`src/eac_pkg.sv`:
```
// Package for the nonvolatile byte access controller
package eac_pkg;
  localparam int          ADDR_W        = 7;
  localparam int          NV_DEPTH      = 128;
  localparam logic [1:0]  SEL_ADDRESS   = 2'h0;
  localparam logic [1:0]  SEL_DATA      = 2'h1;
  localparam logic [1:0]  SEL_CONTROL   = 2'h2;
  localparam int          BIT_ARM       = 2;
  localparam int          BIT_WSTROBE   = 1;
  localparam int          BIT_RSTROBE   = 0;
  localparam logic [7:0]  RESET_BYTE    = 8'h00;
  localparam int          ARM_CYCLES    = 4;
  localparam int          WSTALL_CYCLES = 2;
  localparam int          RSTALL_CYCLES = 4;
  localparam int          CLK_PERIOD_PS = 5000;
  localparam int          PROG_TIME_US  = 4000;
  // Worked in nanoseconds so the product stays inside a 32-bit int
  localparam int          PROG_CYCLES   = (PROG_TIME_US * 1000) / (CLK_PERIOD_PS / 1000);

  typedef struct packed {
    logic       wr;
    logic       rd;
    logic [1:0] sel;
    logic [7:0] wdata;
  } eac_req_t;

  typedef enum logic [1:0] {
    EAC_IDLE = 2'b00,
    EAC_PROG = 2'b01
  } eac_state_t;
endpackage

```
`src/eac_top.sv`:
```
// Access controller for a 128-byte nonvolatile array behind three I/O registers
// How it works
// A 7-bit address picks one of 128 bytes numbered 0 to 127.
// Address bit 7 and control bits 7 to 3 always read as zero.
// The data register holds the byte to write, and after a read the byte fetched.
// The master write arm bit clears itself four cycles after software sets it.
// Setting the write strobe starts programming only while the arm bit is set.
// Software sets the arm bit only with a write that holds the write strobe at zero.
// Software waits for idle, loads address and data, arms, then strobes within four cycles.
// The write strobe clears when the self-timed programming interval ends.
// A write strobe stalls the CPU for two cycles.
// A read strobe fetches the byte into the data register and clears itself.
// A read strobe stalls the CPU for four cycles; set in the same write as an armed write strobe, it stalls for two.
// Writing address or data during programming aborts the write.
// Software checks the write strobe reads zero before a read.
// Software keeps interrupts off over the last four steps of a write.
// The write strobe reads one for as long as programming lasts.
`timescale 1ns/1ps
module eac_top
  import eac_pkg::*;
#(
  parameter int PROG_TIME = PROG_CYCLES
) (
  input  wire logic       ref_clk,
  input  wire logic       rst,
  input  wire eac_req_t   req,
  output logic [7:0]      rdata,
  output logic            cpu_stall,
  output logic            write_strobe_busy
);
  logic [7:0]        mem [NV_DEPTH];
  logic [ADDR_W-1:0] byte_index_field_reg;
  logic [7:0]        byte_value_field_reg;
  logic              master_write_arm_reg;
  logic [2:0]        arm_cnt_reg;
  logic              read_strobe_reg;
  eac_state_t        state_reg;
  logic [31:0]       prog_cnt_reg;
  logic [2:0]        stall_cnt_reg;
  logic [7:0]        rdata_next;

  wire ctl_wr  = req.wr && req.sel == SEL_CONTROL;
  wire set_arm = ctl_wr && req.wdata[BIT_ARM] && !req.wdata[BIT_WSTROBE];
  wire wstart  = ctl_wr && req.wdata[BIT_WSTROBE] && master_write_arm_reg
                 && state_reg == EAC_IDLE;
  wire rstart  = ctl_wr && req.wdata[BIT_RSTROBE] && state_reg == EAC_IDLE;
  wire addr_wr = req.wr && req.sel == SEL_ADDRESS;
  wire data_wr = req.wr && req.sel == SEL_DATA;
  wire abort   = state_reg == EAC_PROG && (addr_wr || data_wr);

  // Address register
  always_ff @(posedge ref_clk) begin
    if (rst) begin
      byte_index_field_reg <= '0;
    end else if (addr_wr) begin
      byte_index_field_reg <= req.wdata[ADDR_W-1:0];
    end
  end

  // Data register: CPU write or fetched byte
  always_ff @(posedge ref_clk) begin
    if (rst) begin
      byte_value_field_reg <= RESET_BYTE;
    end else if (rstart) begin
      byte_value_field_reg <= mem[byte_index_field_reg];
    end else if (data_wr) begin
      byte_value_field_reg <= req.wdata;
    end
  end

  // Arm bit with four-cycle timeout; a strobe write never arms
  always_ff @(posedge ref_clk) begin
    if (rst) begin
      master_write_arm_reg <= 1'b0;
      arm_cnt_reg          <= '0;
    end else if (set_arm) begin
      master_write_arm_reg <= 1'b1;
      arm_cnt_reg          <= 3'(ARM_CYCLES - 1);
    end else if (master_write_arm_reg) begin
      if (arm_cnt_reg == 3'h0) begin
        master_write_arm_reg <= 1'b0;
      end else begin
        arm_cnt_reg <= arm_cnt_reg - 3'h1;
      end
    end
  end

  // Read strobe is visible only for the stall; the fetch itself is done at once
  always_ff @(posedge ref_clk) begin
    if (rst) begin
      read_strobe_reg <= 1'b0;
    end else if (rstart) begin
      read_strobe_reg <= 1'b1;
    end else if (stall_cnt_reg <= 3'h1) begin
      read_strobe_reg <= 1'b0;
    end
  end

  // Self-timed programming; the array is written at the end of the interval
  always_ff @(posedge ref_clk) begin
    if (rst) begin
      state_reg    <= EAC_IDLE;
      prog_cnt_reg <= '0;
    end else begin
      case (state_reg)
        EAC_IDLE: begin
          if (wstart) begin
            state_reg    <= EAC_PROG;
            prog_cnt_reg <= 32'(PROG_TIME - 1);
          end
        end
        EAC_PROG: begin
          if (abort) begin
            state_reg <= EAC_IDLE;
          end else if (prog_cnt_reg == 32'h0) begin
            state_reg <= EAC_IDLE;
          end else begin
            prog_cnt_reg <= prog_cnt_reg - 32'h1;
          end
        end
        default: state_reg <= EAC_IDLE;
      endcase
    end
  end

  // Array is left untouched on abort, so the stored byte keeps its old value
  always_ff @(posedge ref_clk) begin
    if (state_reg == EAC_PROG && !abort && prog_cnt_reg == 32'h0) begin
      mem[byte_index_field_reg] <= byte_value_field_reg;
    end
  end

  always_ff @(posedge ref_clk) begin
    if (rst) begin
      write_strobe_busy <= 1'b0;
    end else begin
      write_strobe_busy <= (state_reg == EAC_IDLE) ? wstart
                           : !(abort || prog_cnt_reg == 32'h0);
    end
  end

  // CPU stall counter
  always_ff @(posedge ref_clk) begin
    if (rst) begin
      stall_cnt_reg <= '0;
      cpu_stall     <= 1'b0;
    end else if (wstart) begin
      stall_cnt_reg <= 3'(WSTALL_CYCLES);
      cpu_stall     <= 1'b1;
    end else if (rstart) begin
      stall_cnt_reg <= 3'(RSTALL_CYCLES);
      cpu_stall     <= 1'b1;
    end else if (stall_cnt_reg != 3'h0) begin
      stall_cnt_reg <= stall_cnt_reg - 3'h1;
      cpu_stall     <= stall_cnt_reg > 3'h1;
    end
  end

  always_comb begin
    rdata_next = 8'h00;
    case (req.sel)
      SEL_ADDRESS: rdata_next = {1'b0, byte_index_field_reg};
      SEL_DATA:    rdata_next = byte_value_field_reg;
      SEL_CONTROL: rdata_next = {5'h00, master_write_arm_reg,
                                 write_strobe_busy, read_strobe_reg};
      default:     rdata_next = 8'h00;
    endcase
  end

  always_ff @(posedge ref_clk) begin
    if (rst) begin
      rdata <= 8'h00;
    end else begin
      rdata <= rdata_next;
    end
  end
endmodule

```
`config.mk`:
```
export PLATFORM = sky130hd
export DESIGN_NAME = eac_top
export DESIGN_NICKNAME = d
export VERILOG_FILES = /design/src/eac_pkg.sv /design/src/eac_top.sv
export SDC_FILE = /design/constraint.sdc
export NUM_CORES = 1
export LEC_CHECK = 0
export ABC_AREA = 0
export BUFFER_PORTS_ARGS = -buffer_cell sky130_fd_sc_hd__buf_4
export CAP_MARGIN = 20
export CORE_MARGIN = 10
export CORE_UTILIZATION = 29
export DETAILED_ROUTE_END_ITERATION = 7
export MAX_ROUTING_LAYER = met4
export SLEW_MARGIN = 20
export SYNTH_ARGS = -nofsm -noshare
export SYNTH_HDL_FRONTEND = slang
export SYNTH_SLANG_ARGS = --single-unit
```
`constraint.sdc`:
```
create_clock -name ref_clk -period 3.25 [get_ports ref_clk]
set_clock_uncertainty 0.05 [all_clocks]
set_input_delay 0.1625 -clock ref_clk [delete_from_list [all_inputs] [get_ports ref_clk]]
set_output_delay 0.1625 -clock ref_clk [all_outputs]
set_load 0.03 [all_outputs]
```
# [Yosys cells after proc, flatten, opt, wreduce, memory -nomap -nowiden]
# Memories as Yosys holds them, arrays and structs flattened. A register that Yosys moved wholly into a read port is not among the register bits.
# Index checks and enable logic that the tools add are counted.
[totals] inputBits=14 out_inout_bits=10 regBits=67 wordCells=95 mem_bits_rw=1024 mem_count=1
[memory_table] name="mem" depth=128 word_bits=8 read_ports=1 rd_ports_with_merged_regs=1 write_ports=1 line="eac_top.sv:31" source="logic [7:0] mem [NV_DEPTH];"
[op_classes] mux=30 bitwise_logic=1 reduce_logical=36 order_cmp=2 addsub=3 eq_ne=8
[op_table] cell="two-way mux 32 bit" count=3
[op_table] cell="one-hot mux 32 bit (2 select lines)" count=1
[op_table] cell="zero test 32 bit" count=1
[op_table] cell="subtractor 32 x 1 -> 32 bit, second input constant" count=1
[op_table] cell="one-hot mux 8 bit (3 select lines)" count=1
[op_table] cell="two-way mux 8 bit" count=2
[op_table] cell="two-way mux 2 bit" count=7
[op_table] cell="two-way mux 7 bit" count=2
[op_table] cell="logical AND 1 bit" count=13
[op_table] cell="two-way mux 1 bit" count=11
[op_table] cell="nonzero test 2 bit" count=5
[op_table] cell="inequality test 2 bit, second input constant" count=4
[op_table] cell="two-way mux 3 bit" count=2
[op_table] cell="AND reduction 2 bit" count=3
[op_table] cell="nonzero test 3 bit" count=2
[op_table] cell="subtractor 3 x 1 -> 3 bit, second input constant" count=2
[op_table] cell="equality test 2 x 1 -> 1 bit, second input constant" count=2
[op_table] cell="zero test 2 bit" count=2
[op_table] cell="one-hot mux 2 bit (2 select lines)" count=1
[op_table] cell="AND reduction 4 bit" count=1
[op_table] cell="OR reduction 2 bit" count=2
[op_table] cell="greater-than comparator 3 x 1 -> 1 bit, second input constant" count=1
[op_table] cell="<= comparator 3 x 1 -> 1 bit, second input constant" count=1
[op_table] cell="zero test 1 bit" count=3
[op_table] cell="6 further kinds" count=7

# [Longest topological paths before layout]
[depth] depth_word=9 depth_mapped=11 mapped_depth_nobuf=8

# [Worst setup path before layout]
# Ideal clock, no wire load.
[synth_timing] kind="reg2reg" startpoint="register prog_cnt_reg[6]" endpoint="memory mem[127][0] (enable)" synth_period_minus_slack_ns=3.075 setup_slack_ns=0.175 setup_ns=0.371 t_required_ns=2.829 path_stages_with_launch=9 n_path_buf=2 arrival_time_ns=2.654 path_cell_list="dfxtp_1 > or4_4 > nand3b_4 > or4_1 > buf_6 > nor3_4 > nand3_2 > buf_2 > nor2_1"
[synth_between] elab_chain_len=4
[synth_rtl] element="from (decl)" line="eac_top.sv:38" source="logic [31:0] prog_cnt_reg;"
[synth_rtl] element="from (signal assigned)" line="eac_top.sv:109" source="prog_cnt_reg <= 32'(PROG_TIME - 1);"
[synth_rtl] element="from (signal assigned)" line="eac_top.sv:118" source="prog_cnt_reg <= prog_cnt_reg - 32'h1;"
[synth_rtl] element="zero test 32 bit" line="eac_top.sv:128" source="if (state_reg == EAC_PROG && !abort && prog_cnt_reg == 32'h0) begin"
[synth_rtl] element="logical AND 1 bit" line="eac_top.sv:128"
[synth_rtl] element="two-way mux 1 bit" line="eac_top.sv:128"
[synth_rtl] element="two-way mux 1 bit (not written as such)" line="eac_top.sv:129" source="mem[byte_index_field_reg] <= byte_value_field_reg;"
[synth_rtl] element="to (decl)" line="eac_top.sv:31"
# No other way between the ends.

# [Worst setup path in the final report]
[layout_timing] startpoint="register prog_cnt_reg[7]" endpoint="memory mem[76][5] (enable)"
# The elaborated chain is that of the path after synthesis.

==> key figures <==
Setup path
  – Crit. End Element: flip-flop
  – FF-to-FF path depth: 9
  – Nature of the critical path startpoint: flip-flop
  – Critical Path AT: 3.46 ns
  – Critical Path RT: 3.59 ns
  – Kind of critical path: reg -> reg
  – CP Max Fanout: 16

Floorplan
  – Die Ht: 406 µm
  – # rows: 141
  – Top-Level Pins: 24
  – Die width: 406 µm
  – Core area: 148000 µm²
  – Die area: 165000 µm²
  – Initial cell density of the core: 29.2%

Detailed routing
  – DR DRC count: 0
  – Post-DRT Antenna Nets: 0
  – Vias/cell: 5.00
  – Pre-antenna DRT Iters: 5
  – Drt first-iter violations: 2660
  – Routed WL: 109000 µm
  – DR vias: 23400
  – Routed len/inst: 23.2 µm

Yosys
  – Syn nets: 2377
  – Sequential share of the synthesized area: 74.7%
  – Avg Cell Area, Syn: 18.3 µm²
  – Library cells used by synthesis: 68
  – Synth Flop Type: edfxtp_1
  – Post-Synthesis Cells: 2358
  – Ys async rst share: 0%
  – EDFF count, synth: 1024
  – Synthesis Warnings: 0
  – Synthesized cell area: 43100 µm²
  – Flops & latches, synth: 1097

STA
  – WHS: 0.310 ns
  – Min Clock Period, post-route: 3.12 ns
  – Final setup vio count: 0
  – Slew at the pin closest to its max-slew limit: 0.948 ns
  – FMAX: 321 MHz
  – Final period utilization: 96.0%
  – RSZ-0062 raised after global routing: no
  – Hold Fails Final Rpt: 0
  – Setup TNS: 0 ns
  – Slew HR: 36.8%
  – Final-report max-slew violation count: 0

Global route
  – Largest net degree at the start of global routing: 130
  – Number of global-route vias before repair: 23700
  – Gr ovfl total: 0
  – Routing usage on met2: 20.4%
  – Met1 Track Usage GR: 18.2%
  – Busiest grt layer: met2
  – Global-route usage over all layers: 13.4%
  – Grt met3 use: 2.17%
  – Global-route wire length before repair: 162000 µm
  – Initial antenna violation count: 2

Placed design
  – RD Place Congestion: 0.893
  – Final HPWL DP: 68500 µm
  – Buffers on Ports: 22

Cells and area
  – Area of the multi-input gates: 10200 µm²
  – Share of cells above drive strength 1: 25.0%
  – Fillers: 13900
  – Max reg flops: 1024
  – Diodes inserted: 0
  – Fin util: 34.7%
  – Fin nets: 2678
  – FF+latch area: 32300 µm²
  – Layout area overhead: 19.0%

Clock tree
  – CTS tree: yes
  – Total clock sinks: 1097
  – Clock latency on the worst-skew pair: 0.71 ns
  – Clock slew at reported path FFs: 0.06 ns
  – Bufs on Longest Clock Path: 3
  – H-Tree Level Count: 3
  – TritonCTS Buffers: 115
  – CTS Root Cell: clkbuf_16

Flow run
  – Max_cap viols: 0

Pwr
  – Max rail drop VDD: 0.435 mV
  – Static Leak: 16.4 nW
  – Pwr dens: 568 nW/µm²

Status
  – Run status: finished, final reports clean

Hold path
  – Hold path depth: 4
  – Worst hold path class: in -> reg
[path summary, 6_finish.rpt]
check / slack [ns] / start / to
max: 0.13 / prog_cnt_reg[7]$_SDFFE_PP0P_ / mem[76][5]$_DFFE_PP_
max reg2reg: 0.13 / prog_cnt_reg[7]$_SDFFE_PP0P_ / mem[76][5]$_DFFE_PP_
min: 0.31 / req[6] / flip-flop
min reg2reg: 0.43 / prog_cnt_reg[23]$_SDFFE_PP0P_ / prog_cnt_reg[23]$_SDFFE_PP0P_
[final cells by class]
class | instances | area share (%)
clock buffer | 149 | 6.03
clock inverter | 64 | 0.950
inverter | 17 | 0.124
multi-input combinational | 1110 | 19.9
sequential | 1097 | 62.8
tap | 1930 | 4.70
timing repair buffer | 318 | 5.45
[layout by cell type (no fill, tap or decap), drive strengths merged, types with 21 or more instances in the layout]
| master | netlist | routed |
|---|---|---|
| clkinv | 1 | 54 |
| edfxtp | 1024 | 1024 |
| nor3 | 61 | 61 |
| a21oi | 58 | 58 |
| mux2i | 180 | 180 |
| nand2 | 70 | 70 |
| buf | 70 | 304 |
| mux4 | 182 | 182 |
| nand3 | 21 | 21 |
| nor2 | 172 | 172 |
| o22ai | 57 | 57 |
| inv | 16 | 21 |
| o21ai | 42 | 42 |
| o221ai | 30 | 30 |
| clkbuf | 64 | 149 |
| dfxtp | 73 | 73 |
| or3 | 26 | 26 |
[through the flow]
| stage | instance area (µm²) | std cells | setup WS [ns] | power, W |
|---|---|---|---|---|
| 4_1_cts | 51300 | 4683 | 0.0571 | 0.0294 |
| 6_report | 51300 | 4685 | 0.130 | 0.0292 |
| 5_1_grt | 51300 | 4685 | 0.00466 | 0.0300 |
| 3_3_place_gp | 47600 | 4456 | 0.0923 | 0.0169 |
| 3_5_place_dp | 47600 | 4456 | 0.0817 | 0.0170 |
| 2_1_floorplan | 43100 | 2358 | 0.175 | 0.0165 |
[cell usage after synthesis (3+ instances only)]
library cell | number | share of area (%)
a2111oi_0 | 9 | 0.18
a211oi_1 | 16 | 0.28
a21oi_1 | 57 | 0.66
a221o_1 | 4 | 0.093
a221oi_1 | 12 | 0.24
a22oi_1 | 10 | 0.17
a31oi_1 | 14 | 0.20
and3_1 | 7 | 0.10
and4b_1 | 3 | 0.070
buf_1 | 19 | 0.17
buf_2 | 30 | 0.35
buf_4 | 17 | 0.30
buf_6 | 3 | 0.078
clkbuf_1 | 64 | 0.56
dfxtp_1 | 73 | 3.4
edfxtp_1 | 1024 | 71
ha_1 | 5 | 0.15
inv_1 | 16 | 0.14
mux2_2 | 10 | 0.26
mux2i_1 | 180 | 4.2
mux4_2 | 182 | 9.5
nand2_1 | 64 | 0.56
nand2_2 | 6 | 0.087
nand2b_1 | 4 | 0.058
nand3_1 | 19 | 0.22
nand3b_1 | 6 | 0.10
nand4_1 | 11 | 0.16
nor2_1 | 172 | 1.5
nor2b_1 | 9 | 0.13
nor3_1 | 59 | 0.68
nor4_1 | 17 | 0.25
o21a_1 | 4 | 0.070
o21ai_0 | 41 | 0.48
o221ai_1 | 30 | 0.61
o22ai_1 | 57 | 0.83
o31ai_1 | 15 | 0.26
or2_2 | 6 | 0.087
or3_1 | 26 | 0.38
or4_1 | 15 | 0.26
xnor2_1 | 4 | 0.081
xor2_1 | 5 | 0.10
[report_power, final]
part / internal [W] / total, W / switching (W)
Combinational: 0.000376 / 0.00100 / 0.000628
Clock: 0.00716 / 0.0125 / 0.00535
Sequential: 0.0155 / 0.0157 / 0.000156
[cells by family after synthesis]
kind of cell               Yosys count  synth area share (%)
DFF                               1097                  74.7
and+or+nand+nor                    439                  5.01
muxes                              372                  13.9
AOI/OAI and AO/OA                  285                  4.41
buffers and inverters              151                  1.64
xor gates and xnor gates             9                 0.183
adders and majority gates            5                 0.145
[timing repair]
item / 4_1_cts / 5_1_grt
gates resized for setup: 0 / 1
setup buffers: 0 / 2
hold buffers: 14 / 0
hold endpoints to repair: 52 / 0
endpoints found under the setup margin: 0 / 210
[critical path, stage by stage, from the launching register on]
cell and delay (ns):
dfxtp_1 0.34, or4_4 0.56, nand3b_4 0.20, or4_4 0.57
nor3_4 0.31, buf_4 0.17, nand2_2 0.05, buf_12 0.20
nor2_1 0.15, buf_4 0.22
[layer usage]
layer	vias to the layer above	routed length (µm)
li1	10200	-
met5	-	0
met4	0	4040
met1	12100	46800
met3	229	7530
met2	836	50300
(Power assumes the default switching activity.)
